===== config.mk =====
export PLATFORM = sky130hd
export DESIGN_NAME = irqbt_top
export DESIGN_NICKNAME = d
export VERILOG_FILES = /design/src/irqbt_pkg.sv /design/src/irqbt_timer.sv /design/src/irqbt_top.sv
export SDC_FILE = /design/constraint.sdc
export NUM_CORES = 1
export LEC_CHECK = 0
export BUFFER_PORTS_ARGS = -buffer_cell sky130_fd_sc_hd__buf_4
export CAP_MARGIN = 20
export CORE_ASPECT_RATIO = 0.9
export CORE_UTILIZATION = 47
export DETAILED_ROUTE_END_ITERATION = 16
export PLACE_DENSITY_LB_ADDON = 0.25
export SETUP_SLACK_MARGIN = 0.02
export SYNTH_ARGS = -nofsm -noshare
export SYNTH_HDL_FRONTEND = slang
export SYNTH_SLANG_ARGS = --single-unit
export TNS_END_PERCENT = 20

===== constraint.sdc =====
create_clock -name clk_sys -period 3.2 [get_ports clk_sys]
set_clock_uncertainty 0.05 [all_clocks]
set_input_delay 0.48 -clock clk_sys [delete_from_list [all_inputs] [get_ports clk_sys]]
set_output_delay 0.48 -clock clk_sys [all_outputs]
set_load 0.02 [all_outputs]

===== src/irqbt_pkg.sv =====
// constants, register map and types for the interrupt flag and base timer block
// Behaviour
// RL1 - capture flag set on byte/end, service clears
// RL2 - write zero clears flag, one keeps
// RL3 - timer overflows set flags, service clears
// RL4 - external pin edge sets flag, service clears
// RL5 - bad fetch or idle sets function flag
// RL6 - nak, ack, stall events set summary flag
// RL7 - endpoint zero out done sets flag
// RL8 - endpoint zero in done, service clears
// RL9 - wrong toggle out sets error flag
// RL10 - setup overwrite noted, flagged on next token
// RL11 - setup done sets flag, service clears
// RL12 - endpoint one/two in done flags, software clear
// RL13 - stall answers set rx/tx stall flags
// RL14 - separate nak flag per endpoint case
// RL15 - bus idle over 5 ms sets suspend
// RL16 - bad fetch address sets flag, software clear
// RL17 - any reset clears flags and timers
// RL18 - 8-bit readable counters, reset disabled, cleared
// RL19 - count to FF, wrap, flag, reload preset
// RL20 - preset write while counting loads at once
// RL21 - enable level counts, rising edge restarts
// RL22 - prescale divides base rate by 2^n
// RL23 - edge select: zero falling, one rising
// RL24 - service acknowledge clears hardware-clearable flags
package irqbt_pkg;
  // register indices; byte address is four times the index
  localparam logic [7:0] IDX_EXT_EDGE = 8'hBD;
  localparam logic [7:0] IDX_T0_PRESET = 8'hD2;
  localparam logic [7:0] IDX_T1_PRESET = 8'hD3;
  localparam logic [7:0] IDX_TMR_CTRL = 8'hD4;
  localparam logic [7:0] IDX_FLAGS_CORE = 8'hDA;
  localparam logic [7:0] IDX_FLAGS_MAIN = 8'hDB;
  localparam logic [7:0] IDX_FLAGS_HS = 8'hDE;
  localparam logic [7:0] IDX_FLAGS_FUN = 8'hDF;
  // core flag bits
  localparam int B_EXT_PIN_IRQ_FLAG = 0;
  localparam int B_T0_OVF = 1;
  localparam int B_T1_OVF = 3;
  localparam int B_CAPTURE = 4;
  // main usb flag bits
  localparam int B_SETUP = 0;
  localparam int B_SETUP_OVW = 1;
  localparam int B_TOGGLE_ERR = 2;
  localparam int B_EP0_IN = 3;
  localparam int B_EP0_OUT = 4;
  localparam int B_SUMMARY = 5;
  localparam int B_FUNCTION = 6;
  // handshake flag bits
  localparam int B_NAK_EP0_IN = 0;
  localparam int B_NAK_EP0_OUT = 1;
  localparam int B_NAK_EP1_IN = 2;
  localparam int B_NAK_EP2_IN = 3;
  localparam int B_STALL_TX = 4;
  localparam int B_STALL_RX = 5;
  localparam int B_EP1_IN = 6;
  localparam int B_EP2_IN = 7;
  // function flag bits
  localparam int B_BAD_FETCH = 1;
  localparam int B_BUS_IDLE = 2;
  // implemented bits and hardware-clearable bits
  localparam logic [7:0] MASK_CORE = 8'h1B;
  localparam logic [7:0] MASK_MAIN = 8'h7F;
  localparam logic [7:0] MASK_HS = 8'hFF;
  localparam logic [7:0] MASK_FUN = 8'h06;
  localparam logic [7:0] MASK_EDGE = 8'h01;
  localparam logic [7:0] HWCLR_CORE = 8'h1B;
  localparam logic [7:0] HWCLR_MAIN = 8'h0F;
  // timer control fields
  localparam int TC_T0_PRE_LSB = 0;
  localparam int TC_T0_RUN = 3;
  localparam int TC_T1_PRE_LSB = 4;
  localparam int TC_T1_RUN = 7;
  localparam int PRE_W = 3;
  // base rate is the system clock divided by this
  localparam int BASE_DIV = 12;
  localparam logic [7:0] ZERO_BYTE = 8'h00;
  // bus slave states, one-hot
  typedef enum logic [3:0] {
    BUS_IDLE = 4'b0001,
    BUS_WRITE = 4'b0010,
    BUS_RWAIT = 4'b0100,
    BUS_RDATA = 4'b1000
  } irqbt_bus_t;
endpackage : irqbt_pkg


===== src/irqbt_timer.sv =====
// one 8-bit auto-reload base timer with prescaler
`timescale 1ns/10ps
module irqbt_timer #(
  parameter int W = 8,
  parameter int PW = 3
) (
  // clock and reset
  input wire logic clk_sys,
  input wire logic rst_n,
  input wire logic clr,
  // control
  input wire logic run,
  input wire logic [PW-1:0] prescale,
  input wire logic [W-1:0] preset,
  input wire logic preset_wr,
  input wire logic [W-1:0] wdata,
  input wire logic base_tick,
  // state
  output logic [W-1:0] count,
  output logic ovf
);
  localparam int PC_W = (1 << PW) - 1;
  localparam logic [W-1:0] CNT_MAX = {W{1'b1}};

  if (W < 2 || PW < 1 || PW > 5)
  begin : g_bad
    $error("irqbt_timer: unsupported width");
  end

  logic run_q; // last enable level, for edge detect
  logic [PC_W-1:0] pre_cnt; // prescale divider
  logic [PC_W-1:0] pre_mask; // low bits that must be all ones
  logic rise; // enable just went high
  logic tick; // one count step

  assign rise = run & ~run_q;
  assign pre_mask = PC_W'((1 << prescale) - 1);
  // divide base rate by two to the field value
  assign tick = run & base_tick & ((pre_cnt & pre_mask) == pre_mask); // see RL22

  // enable edge tracker
  always_ff @(posedge clk_sys or negedge rst_n)
  begin
    if (!rst_n)
      run_q <= 1'b0;
    else if (clr)
      run_q <= 1'b0;
    else
      run_q <= run;
  end

  // prescaler restarts with every rising enable edge
  always_ff @(posedge clk_sys or negedge rst_n)
  begin
    if (!rst_n)
      pre_cnt <= '0;
    else if (clr || rise)
      pre_cnt <= '0; // see RL21
    else if (run && base_tick)
      pre_cnt <= pre_cnt + 1'b1; // see RL22
  end

  // counter; disabled timer holds its value
  always_ff @(posedge clk_sys or negedge rst_n)
  begin
    if (!rst_n)
      count <= '0; // see RL18
    else if (clr)
      count <= '0; // see RL17
    else if (rise)
      count <= preset; // see RL21
    else if (run && preset_wr)
      count <= wdata; // see RL20
    else if (tick)
      count <= (count == CNT_MAX) ? preset : count + 1'b1; // see RL19
  end

  // overflow pulse, one cycle per wrap
  always_ff @(posedge clk_sys or negedge rst_n)
  begin
    if (!rst_n)
      ovf <= 1'b0;
    else
      ovf <= ~clr & ~rise & ~preset_wr & tick & (count == CNT_MAX); // see RL19
  end
endmodule : irqbt_timer


===== src/irqbt_top.sv =====
// interrupt flag registers and two base timers behind an ahb-lite slave
//
// Chosen here: register access over AHB-Lite.
`timescale 1ns/10ps
module irqbt_top
  import irqbt_pkg::*;
(
  // clock and reset
  input wire logic clk_sys,
  input wire logic arst_n,
  // ahb-lite slave
  input wire logic hsel,
  input wire logic [31:0] haddr,
  input wire logic [1:0] htrans,
  input wire logic hwrite,
  input wire logic [2:0] hsize,
  input wire logic [31:0] hwdata,
  input wire logic hready,
  output logic hreadyout,
  output logic hresp,
  output logic [31:0] hrdata,
  // usb engine events, one-cycle pulses
  input wire logic usb_reset,
  input wire logic ev_capture_done,
  input wire logic ev_ep0_out_done,
  input wire logic ev_ep0_in_done,
  input wire logic ev_ep0_toggle_err,
  input wire logic ev_setup_overwrite,
  input wire logic ev_setup_done,
  input wire logic ev_token_inout,
  input wire logic ev_ep1_in_done,
  input wire logic ev_ep2_in_done,
  input wire logic ev_ep0_rx_stall,
  input wire logic ev_ep0_tx_stall,
  input wire logic ev_ep2_in_nak,
  input wire logic ev_ep1_in_nak,
  input wire logic ev_ep0_out_nak,
  input wire logic ev_ep0_in_nak,
  input wire logic ev_ep1_in_ack,
  input wire logic ev_ep2_in_ack,
  input wire logic ev_bus_idle,
  input wire logic ev_bad_fetch,
  // external interrupt pin
  input wire logic ext_irq_pin,
  // cpu service acknowledge, one bit per flag
  input wire logic [7:0] ack_core,
  input wire logic [7:0] ack_main,
  // flag levels to the cpu interrupt logic
  output logic [7:0] irq_flags_core,
  output logic [7:0] irq_flags_usb_main,
  output logic [7:0] irq_flags_usb_handshake,
  output logic [7:0] irq_flags_usb_function
);
  import irqbt_pkg::*;

  // reset release
  logic rst_q1; // first reset stage
  logic rst_n; // synchronised reset
  always_ff @(posedge clk_sys or negedge arst_n)
  begin
    if (!arst_n)
    begin
      rst_q1 <= 1'b0;
      rst_n <= 1'b0;
    end
    else
    begin
      rst_q1 <= 1'b1;
      rst_n <= rst_q1;
    end
  end

  // write-zero clear mask for one register
  function automatic logic [7:0] w0_mask(input logic wr, input logic [7:0] idx,
                                         input logic [7:0] reg_idx,
                                         input logic [7:0] wb);
    w0_mask = (wr && idx == reg_idx) ? ~wb : ZERO_BYTE;
  endfunction : w0_mask

  // bus slave state
  irqbt_bus_t state; // current bus phase
  irqbt_bus_t next_state; // following phase
  logic accept; // address phase taken this edge
  logic [7:0] addr_idx; // register index of the transfer
  logic wr_now; // write data phase, hwdata valid
  logic [7:0] wbyte; // written byte

  assign accept = hsel & hready & htrans[1] & (state != BUS_RWAIT);
  assign wr_now = (state == BUS_WRITE);
  assign wbyte = hwdata[7:0];
  assign hreadyout = (state != BUS_RWAIT); // reads insert one wait
  assign hresp = 1'b0; // always okay

  // next bus phase
  always_comb
  begin
    next_state = state;
    case (state)
      BUS_RWAIT: next_state = BUS_RDATA;
      default:
      begin
        if (!accept)
          next_state = BUS_IDLE;
        else if (hwrite)
          next_state = BUS_WRITE;
        else
          next_state = BUS_RWAIT;
      end
    endcase
  end

  // bus state and captured index
  always_ff @(posedge clk_sys or negedge rst_n)
  begin
    if (!rst_n)
    begin
      state <= BUS_IDLE;
      addr_idx <= ZERO_BYTE;
    end
    else
    begin
      state <= next_state;
      if (accept)
        addr_idx <= haddr[9:2]; // word index, byte lanes unused
    end
  end

  // control registers
  logic [7:0] t0_preset; // timer zero preset
  logic [7:0] t1_preset; // timer one preset
  logic [7:0] timer_control; // run and prescale fields
  logic ext_edge_select; // 0 falling, 1 rising
  logic [7:0] t0_count; // live timer zero count
  logic [7:0] t1_count; // live timer one count
  logic t0_ovf; // timer zero wrap pulse
  logic t1_ovf; // timer one wrap pulse

  // preset and control writes; usb reset clears like hardware reset
  always_ff @(posedge clk_sys or negedge rst_n)
  begin
    if (!rst_n)
    begin
      t0_preset <= ZERO_BYTE;
      t1_preset <= ZERO_BYTE;
      timer_control <= ZERO_BYTE;
    end
    else if (usb_reset)
    begin
      t0_preset <= ZERO_BYTE; // see RL17
      t1_preset <= ZERO_BYTE;
      timer_control <= ZERO_BYTE;
    end
    else if (wr_now)
    begin
      if (addr_idx == IDX_T0_PRESET)
        t0_preset <= wbyte;
      else if (addr_idx == IDX_T1_PRESET)
        t1_preset <= wbyte;
      else if (addr_idx == IDX_TMR_CTRL)
        timer_control <= wbyte;
    end
  end

  // edge select is reset by hardware reset only
  always_ff @(posedge clk_sys or negedge rst_n)
  begin
    if (!rst_n)
      ext_edge_select <= 1'b0;
    else if (wr_now && addr_idx == IDX_EXT_EDGE)
      ext_edge_select <= wbyte[0];
  end

  // base rate: system clock divided by twelve
  logic [3:0] base_div; // divide counter
  logic base_tick; // one pulse per base period
  assign base_tick = (base_div == 4'(BASE_DIV - 1)); // see RL22
  always_ff @(posedge clk_sys or negedge rst_n)
  begin
    if (!rst_n)
      base_div <= 4'h0;
    else if (base_tick || usb_reset)
      base_div <= 4'h0;
    else
      base_div <= base_div + 4'h1;
  end

  // timer zero
  irqbt_timer #(.W(8), .PW(PRE_W)) u_timer0 (
    .clk_sys(clk_sys),
    .rst_n(rst_n),
    .clr(usb_reset),
    .run(timer_control[TC_T0_RUN]),
    .prescale(timer_control[TC_T0_PRE_LSB +: PRE_W]),
    .preset(t0_preset),
    .preset_wr(wr_now && addr_idx == IDX_T0_PRESET),
    .wdata(wbyte),
    .base_tick(base_tick),
    .count(t0_count),
    .ovf(t0_ovf)
  );

  // timer one
  irqbt_timer #(.W(8), .PW(PRE_W)) u_timer1 (
    .clk_sys(clk_sys),
    .rst_n(rst_n),
    .clr(usb_reset),
    .run(timer_control[TC_T1_RUN]),
    .prescale(timer_control[TC_T1_PRE_LSB +: PRE_W]),
    .preset(t1_preset),
    .preset_wr(wr_now && addr_idx == IDX_T1_PRESET),
    .wdata(wbyte),
    .base_tick(base_tick),
    .count(t1_count),
    .ovf(t1_ovf)
  );

  // external pin synchroniser and edge detect
  logic ext_s1; // first stage, read only by the second
  logic ext_s2; // synchronised level
  logic ext_s3; // previous level
  logic ext_edge; // selected edge seen
  always_ff @(posedge clk_sys or negedge rst_n)
  begin
    if (!rst_n)
    begin
      ext_s1 <= 1'b1;
      ext_s2 <= 1'b1;
      ext_s3 <= 1'b1;
    end
    else
    begin
      ext_s1 <= ext_irq_pin;
      ext_s2 <= ext_s1;
      ext_s3 <= ext_s2;
    end
  end
  assign ext_edge = ext_edge_select ? (ext_s2 & ~ext_s3) : (~ext_s2 & ext_s3); // see RL23

  // setup overwrite noted until the next in or out token
  logic setup_overwrite_latch; // setup overwrote unread data
  logic ovw_fire; // token after overwritten setup
  assign ovw_fire = setup_overwrite_latch & ev_token_inout; // see RL10
  always_ff @(posedge clk_sys or negedge rst_n)
  begin
    if (!rst_n)
      setup_overwrite_latch <= 1'b0;
    else if (usb_reset)
      setup_overwrite_latch <= 1'b0;
    else if (ev_setup_overwrite)
      setup_overwrite_latch <= 1'b1; // see RL10
    else if (ovw_fire)
      setup_overwrite_latch <= 1'b0;
  end

  // hardware set vectors
  logic [7:0] set_core; // core flag sets
  logic [7:0] set_main; // main usb flag sets
  logic [7:0] set_hs; // handshake flag sets
  logic [7:0] set_fun; // function flag sets
  always_comb
  begin
    set_core = ZERO_BYTE;
    set_main = ZERO_BYTE;
    set_hs = ZERO_BYTE;
    set_fun = ZERO_BYTE;
    set_core[B_CAPTURE] = ev_capture_done; // see RL1
    set_core[B_T1_OVF] = t1_ovf; // see RL3
    set_core[B_T0_OVF] = t0_ovf; // see RL3
    set_core[B_EXT_PIN_IRQ_FLAG] = ext_edge; // see RL4
    set_main[B_FUNCTION] = ev_bad_fetch | ev_bus_idle; // see RL5
    set_main[B_SUMMARY] = ev_ep0_out_nak | ev_ep0_in_nak | ev_ep1_in_nak | ev_ep2_in_nak
                          | ev_ep1_in_ack | ev_ep2_in_ack
                          | ev_ep0_rx_stall | ev_ep0_tx_stall; // see RL6
    set_main[B_EP0_OUT] = ev_ep0_out_done; // see RL7
    set_main[B_EP0_IN] = ev_ep0_in_done; // see RL8
    set_main[B_TOGGLE_ERR] = ev_ep0_toggle_err; // see RL9
    set_main[B_SETUP_OVW] = ovw_fire; // see RL10
    set_main[B_SETUP] = ev_setup_done; // see RL11
    set_hs[B_EP2_IN] = ev_ep2_in_done; // see RL12
    set_hs[B_EP1_IN] = ev_ep1_in_done; // see RL12
    set_hs[B_STALL_RX] = ev_ep0_rx_stall; // see RL13
    set_hs[B_STALL_TX] = ev_ep0_tx_stall; // see RL13
    set_hs[B_NAK_EP2_IN] = ev_ep2_in_nak; // see RL14
    set_hs[B_NAK_EP1_IN] = ev_ep1_in_nak; // see RL14
    set_hs[B_NAK_EP0_OUT] = ev_ep0_out_nak; // see RL14
    set_hs[B_NAK_EP0_IN] = ev_ep0_in_nak; // see RL14
    set_fun[B_BUS_IDLE] = ev_bus_idle; // see RL15
    set_fun[B_BAD_FETCH] = ev_bad_fetch; // see RL16
  end

  // flag registers: set wins over write-zero and service clears in the same cycle
  logic [7:0] next_core; // next core flags
  logic [7:0] next_main; // next main flags
  logic [7:0] next_hs; // next handshake flags
  logic [7:0] next_fun; // next function flags
  always_comb
  begin
    next_core = ((irq_flags_core & ~w0_mask(wr_now, addr_idx, IDX_FLAGS_CORE, wbyte)
                 & ~(ack_core & HWCLR_CORE)) | set_core) & MASK_CORE; // see RL24
    next_main = ((irq_flags_usb_main & ~w0_mask(wr_now, addr_idx, IDX_FLAGS_MAIN, wbyte)
                 & ~(ack_main & HWCLR_MAIN)) | set_main) & MASK_MAIN; // see RL24
    next_hs = ((irq_flags_usb_handshake & ~w0_mask(wr_now, addr_idx, IDX_FLAGS_HS, wbyte))
               | set_hs) & MASK_HS; // see RL2
    next_fun = ((irq_flags_usb_function & ~w0_mask(wr_now, addr_idx, IDX_FLAGS_FUN, wbyte))
                | set_fun) & MASK_FUN; // see RL2
  end

  // flag storage
  always_ff @(posedge clk_sys or negedge rst_n)
  begin
    if (!rst_n)
    begin
      irq_flags_core <= ZERO_BYTE;
      irq_flags_usb_main <= ZERO_BYTE;
      irq_flags_usb_handshake <= ZERO_BYTE;
      irq_flags_usb_function <= ZERO_BYTE;
    end
    else if (usb_reset)
    begin
      irq_flags_core <= ZERO_BYTE; // see RL17
      irq_flags_usb_main <= ZERO_BYTE;
      irq_flags_usb_handshake <= ZERO_BYTE;
      irq_flags_usb_function <= ZERO_BYTE;
    end
    else
    begin
      irq_flags_core <= next_core;
      irq_flags_usb_main <= next_main;
      irq_flags_usb_handshake <= next_hs;
      irq_flags_usb_function <= next_fun;
    end
  end

  // read mux; preset offsets return the live count
  function automatic logic [7:0] read_mux(input logic [7:0] idx);
    if (idx == IDX_T0_PRESET)
      read_mux = t0_count; // see RL18
    else if (idx == IDX_T1_PRESET)
      read_mux = t1_count;
    else if (idx == IDX_TMR_CTRL)
      read_mux = timer_control;
    else if (idx == IDX_EXT_EDGE)
      read_mux = {7'h00, ext_edge_select};
    else if (idx == IDX_FLAGS_CORE)
      read_mux = irq_flags_core;
    else if (idx == IDX_FLAGS_MAIN)
      read_mux = irq_flags_usb_main;
    else if (idx == IDX_FLAGS_HS)
      read_mux = irq_flags_usb_handshake;
    else if (idx == IDX_FLAGS_FUN)
      read_mux = irq_flags_usb_function;
    else
      read_mux = ZERO_BYTE; // unmapped reads zero
  endfunction : read_mux

  // read data sampled in the wait cycle, after any prior write landed
  always_ff @(posedge clk_sys or negedge rst_n)
  begin
    if (!rst_n)
      hrdata <= 32'h00000000;
    else if (state == BUS_RWAIT)
      hrdata <= {24'h000000, read_mux(addr_idx)};
  end
endmodule : irqbt_top


* Word level (Yosys, flattened, before mapping)
Index checks and enable logic that the tools add are counted. Widths: inputs -> output; s select.
Cells by class: add/sub/neg operators 7, $mul 0, divide/modulo/power cells 0, $lt $le $gt $ge 0, eq/ne operators 18, shift operators 2, mux-type cells 52, bitwise logic cells 56, reductions and logical operators 26
Operator list (number):
- $mux 8 | 31
- $eq 8x8->1 const B | 10
- $mux 7 | 6
- $and 7x7->7 | 4
- $and 1x1->1 | 20
- $add 8x1->8 const B | 2
- $not 8->8 | 2
- $add 7x1->7 const B | 2
- $eq 7x7->1 | 2
- $shl 1x3->7 const A | 2
- $sub 7x2->7 const B | 2
- $mux 3 | 4
- $mux 4 | 3
- $reduce_bool 2->1 | 6
- $logic_and 1x1->1 | 11
- $and 5x5->5 | 2
- $mux 5 | 2
- $not 5->5 | 2
- $not 1->1 | 9
- $and 8x8->8 | 1
- $or 1x1->1 | 8
- $or 8x8->8 | 1
- $reduce_bool 4->1 | 2
- $not 4->7 | 1
- other kinds (18) | 26
Storage, ports and cells: register bits 112, latch bits 0, RAM bits 0, bits in read-only memories 0, bits of input ports 111, output and inout bits 66, logic and storage cells 187, memories kept 0

* Depth between registers and ports, before layout
depth in word-level cells 9, mapped depth 10, depth with buffers taken out 7

* By module
A second synthesis with hierarchy kept.
Unflattened totals: cells, all modules 693, area, all modules 6481.2 µm²
Modules (own cells, without submodules):
- irqbt_top | instances 1, cells an instance 397, area an instance 3921.3 µm², sequential area each 1906.8 µm²
- irqbt_timer | instances 2, cells an instance 148, area an instance 1280.0 µm², sequential area each 425.4 µm²

* Worst setup path before layout
No wires, ideal clock.
kind flip-flop to flip-flop, start register state[0], end register u_timer0.count[0], setup time 0.125 ns, arrival 2.060 ns, required time 3.025 ns, setup slack 0.965 ns, stages on the path, launching flop included 8, buffers on the path 2, clock period less this slack 2.235 ns, path through dfstp_2 -> or4b_1 -> buf_2 -> nor4_4 -> buf_4 -> nor2_1 -> nand2_2 -> mux2_2
On the way: longest elaborated chain between the ends 6, elaborated cells on any way between the ends 7, those cells by class eq/ne: 1; mux: 3; reduce/logical: 3
Ends and longest elaborated chain:
- start: declaration | RTL line irqbt_top.sv:81 | irqbt_bus_t state;
- start signal: assignment | RTL line irqbt_top.sv:122 | state <= next_state;
- $eq 4x2->1 * | RTL line irqbt_top.sv:89 | assign wr_now = (state == BUS_WRITE);
- $logic_and 1x1->1 * | RTL line irqbt_top.sv:195 | .preset_wr(wr_now && addr_idx == IDX_T0_PRESET),
- $logic_and 1x1->1 * | RTL line irqbt_timer.sv:72 | else if (run && preset_wr)
- $mux 8 | RTL line irqbt_timer.sv:72
- $mux 8 | RTL line irqbt_timer.sv:70 | else if (rise)
- $mux 8 | RTL line irqbt_timer.sv:68 | else if (clr)
- end signal: assignment | RTL line irqbt_timer.sv:71 | count <= preset;
- end signal: assignment | RTL line irqbt_timer.sv:73 | count <= wdata;
- end signal: assignment | RTL line irqbt_timer.sv:75 | count <= (count == CNT_MAX) ? preset : count + 1'b1;
- end: declaration | RTL line irqbt_timer.sv:19 | output logic [W-1:0] count,
Every way passes the cells marked *; elsewhere a longest branch is shown, timed or not. A chain may end at the register's enable or synchronous reset.

* Worst setup path after layout
start register addr_idx[3], end register u_timer1.count[4]
On the way: longest elaborated chain between the ends 6, elaborated cells on any way between the ends 7, those cells by class eq/ne: 1; mux: 3; reduce/logical: 3
Ends and longest elaborated chain:
- start: declaration | RTL line irqbt_top.sv:84 | logic [7:0] addr_idx;
- start signal: assignment | RTL line irqbt_top.sv:124 | addr_idx <= haddr[9:2];
- $eq 8x8->1 * | RTL line irqbt_top.sv:210 | .preset_wr(wr_now && addr_idx == IDX_T1_PRESET),
- $logic_and 1x1->1 * | RTL line irqbt_top.sv:210
- $logic_and 1x1->1 * | RTL line irqbt_timer.sv:72
- $mux 8 | RTL line irqbt_timer.sv:72
- $mux 8 | RTL line irqbt_timer.sv:70
- $mux 8 | RTL line irqbt_timer.sv:68
- end signal: assignment | RTL line irqbt_timer.sv:71
- end signal: assignment | RTL line irqbt_timer.sv:73
- end signal: assignment | RTL line irqbt_timer.sv:75
- end: declaration | RTL line irqbt_timer.sv:19
Marks and branches as above.

==> impl_metrics.tcl <==
set metrics [dict create \
    outcome "finished clean" \
    post_drt_wl_per_cell_um 17.7 \
    power.density_mw_per_mm2 439 \
    port_buffers 80 \
    post_cts_buffers 0 \
    nNetsFinal 854 \
    grt_max_degree 61 \
    clock_path_buffers 2 \
    syn-instance-count 668 \
    setup-tns-final_ps 0 \
    cp-start-kind "flop" \
    vias_per_cell 5.76 \
    timing_hold_violations_final 0 \
    p_leak_nw 3.22 \
    drt_iter0_markers 325 \
    rsz0062_at_grt "no" \
    synth_compound_area_frac 0.159 \
    synth-adder-area-share 0.0103 \
    async_flop_share 1.00 \
    muxShareOfSynthArea 0.0715 \
    start_util 0.493 \
    cap_violations 0 \
    die-area_mm2 0.0134 \
    synth_top_family_by_area "simple AND/OR/NAND/NOR gates" \
    htree_levels 3 \
    coreArea_mm2 0.0123 \
    synthXorXnorAreaFrac 0.0231 \
    cts_tree "built" \
    hold_class "in -> reg" \
    antenna_found_initial 0 \
    gp_congestion 0.901 \
    synth.cell_area_mm2 0.00607 \
    ys.flop_type "dfrtp_1" \
    grt_pass1_vias 5011 \
    cts_root_buf "clkbuf_16" \
    slew_viol_final 0 \
    drc 0 \
    wl_um 16000 \
    cp.arrival_ps 2850 \
    min_period_ps 2630 \
    clk_latency_ps 350 \
    utilization 0.568 \
    period_share 0.821 \
    finalSetupViolations 0 \
    worstPathMaxFanout 13 \
    chipWidth_um 122 \
    synthSimpleGateAreaFrac 0.196 \
    drive_above_1_share 0.186 \
    avgSynthCellArea_um2 9.08 \
    antenna_left 0 \
    peakVddDrop_mv 0.323 \
    synth.distinct_cells 66 \
    cts_buffers 9 \
    dp_hpwl_um 11500 \
    fill_cells 1104 \
    ios 177 \
    relSlewSlack 0.475 \
    synth_edf_count 0 \
    critPathRequiredTime_ps 3420 \
    ys_ff_latch 110 \
    path_clk_slew_ps 80 \
    end_kind "flop" \
    critical_path_class "reg -> reg" \
    cts.sinks 110 \
    grt_use_total 0.257 \
    die_h_um 110 \
    synth_seq_area_share 0.454 \
    area_growth_pct 15.3 \
    ys_warn_count 0 \
    num_rows 38 \
    vias 5197 \
    tightestPinTransition_ps 785 \
    max_freq_mhz 380 \
    grt.overflow.total 0 \
    drt-pass1-iter-count 5 \
    grt_pass1_wl_um 26000 \
    diodes 0 \
]
## worst max-delay path: stages (launching register included)
cell and delay [ps]:
dfrtp_1 470, nor4bb_1 500, and2_1 400, and3_1 390, a211oi_2 50, buf_4 210
or3_1 340, o21ai_0 130
## where the power goes
group	leakage, nW	internal [W]	switching (W)
registers	1.46	0.00145	0.0000764
logic	1.60	0.000162	0.000239
clock network	0.153	0.000634	0.000519
total	3.22	0.00224	0.000834
## layout by cell type (no fill, tap or decap), types with 3 or more instances in the layout
cell         n
dfstp_2      4
nor2b_1     15
ha_1         5
o41ai_1      3
a22oi_1      5
clkinv_4     3
dfrtp_1    105
a221o_1      4
nand2_1     67
o21ai_0     49
o2bb2ai_1    3
a31oi_1     11
nor3b_1      3
nand2b_1     7
nand3_1     10
xnor2_1      5
nor3_1      10
a21oi_1     55
nand4_1     12
and3_1       9
conb_1      37
buf_4       90
and2_1       7
and4_1       5
nor4_1       4
xor2_1      11
inv_1       29
or3_1        3
nor2_1      70
mux2i_1     22
mux2_2      18
clkbuf_16    9
a211oi_1     8
## synthesized netlist by cell type (3+ instances only)
library cell / number / share of area
a21oi_1: 55 / 0.045
inv_1: 29 / 0.018
a221o_1: 4 / 0.0066
xnor2_1: 5 / 0.0072
dfstp_2: 4 / 0.017
ha_1: 5 / 0.010
nand3_1: 10 / 0.0082
nand2_1: 67 / 0.041
nand4_1: 12 / 0.012
o21ai_0: 49 / 0.040
a22oi_1: 5 / 0.0062
or3_1: 3 / 0.0031
nor4_1: 4 / 0.0041
and2_1: 7 / 0.0072
and3_1: 9 / 0.0093
a211oi_1: 8 / 0.0099
o41ai_1: 3 / 0.0043
nor2_1: 70 / 0.043
buf_4: 37 / 0.046
mux2_2: 18 / 0.033
xor2_1: 11 / 0.016
nand2b_1: 7 / 0.0072
clkbuf_1: 21 / 0.013
buf_2: 7 / 0.0058
nor3_1: 10 / 0.0082
nor2b_1: 15 / 0.015
mux2i_1: 22 / 0.036
and4_1: 5 / 0.0072
o2bb2ai_1: 3 / 0.0043
dfrtp_1: 106 / 0.44
nor3b_1: 3 / 0.0037
a31oi_1: 11 / 0.011
## layer usage
layer  wire (µm)  vias up  track usage
li1            -     2408            -
met1        7480     2583        0.366
met2        7320      183        0.394
met3         904       23       0.0441
met4         285        0       0.0873
met5           0        -            0
## kinds of logic after synthesis
group | count (synthesis)
XOR/XNOR | 16
flip-flops | 110
buffers and inverters | 97
AO/OA/AOI/OAI | 160
adder cells (fa/ha/maj) | 5
multiplexers | 41
AND/OR/NAND/NOR | 237
other | 2
## worst paths after layout
path / startpoint / to / slack (ps) / cells after the start
hold reg to reg: rst_q1$_DFF_PN0_ / rst_n$_DFF_PN0_ / 310 / 0
setup reg to reg: addr_idx[3]$_DFFE_PN0P_ / u_timer1.count[4]$_DFFE_PN0P_ / 570 / 7
min in group asynchronous: rst_n$_DFF_PN0_ / setup_overwrite_latch$_DFFE_PN0P_ / 360 / 0
hold / removal: ext_irq_pin / ext_s1$_DFF_PN1_ / 180 / 1
max in group asynchronous: rst_n$_DFF_PN0_ / timer_control[4]$_DFFE_PN0P_ / 1900 / 1
setup / recovery: addr_idx[3]$_DFFE_PN0P_ / u_timer1.count[4]$_DFFE_PN0P_ / 570 / 7
## cell type report
| class | count | area [µm²] | share of cell area |
|---|---|---|---|
| Clock inverter | 6 | 70.1 | 0.0100 |
| Clock buffer | 10 | 239 | 0.0341 |
| Inverter | 30 | 113 | 0.0161 |
| Timing Repair Buffer | 91 | 686 | 0.0980 |
| Multi-Input combinational cell | 496 | 2930 | 0.419 |
| Sequential cell | 110 | 2760 | 0.395 |
| Tap cell | 160 | 200 | 0.0286 |
## stage by stage
step | hold WS, ps | power [W] | cell area [µm²] | setup WS (ps) | instances
3_5_place_dp | 216 | 0.00195 | 6680 | 679 | 886
2_1_floorplan | 134 | 0.00180 | 6200 | 965 | 703
6_report | 184 | 0.00308 | 7000 | 572 | 903
3_3_place_gp | 212 | 0.00194 | 6680 | 690 | 886
5_1_grt | 169 | 0.00320 | 7000 | 478 | 903
4_1_cts | 174 | 0.00310 | 7000 | 644 | 903
## timing repair
| item | CTS | global route |
|---|---|---|
| gates resized for setup | 0 | 0 |
| hold endpoints to repair | 2 | 0 |
| hold buffers | 1 | 0 |
## registers in the layout, summed over array words and instances (netlist names), 2 cells and up
signal                   count
addr_idx                     8
hrdata                       8
irq_flags_usb_handshake      8
t0_preset                    8
t1_preset                    8
timer_control                8
u_timer0.count               8
u_timer1.count               8
irq_flags_usb_main           7
u_timer0.pre_cnt             7
u_timer1.pre_cnt             7
base_div                     4
irq_flags_core               4
state                        4
irq_flags_usb_function       2
Power figures use the tool's default switching activity.
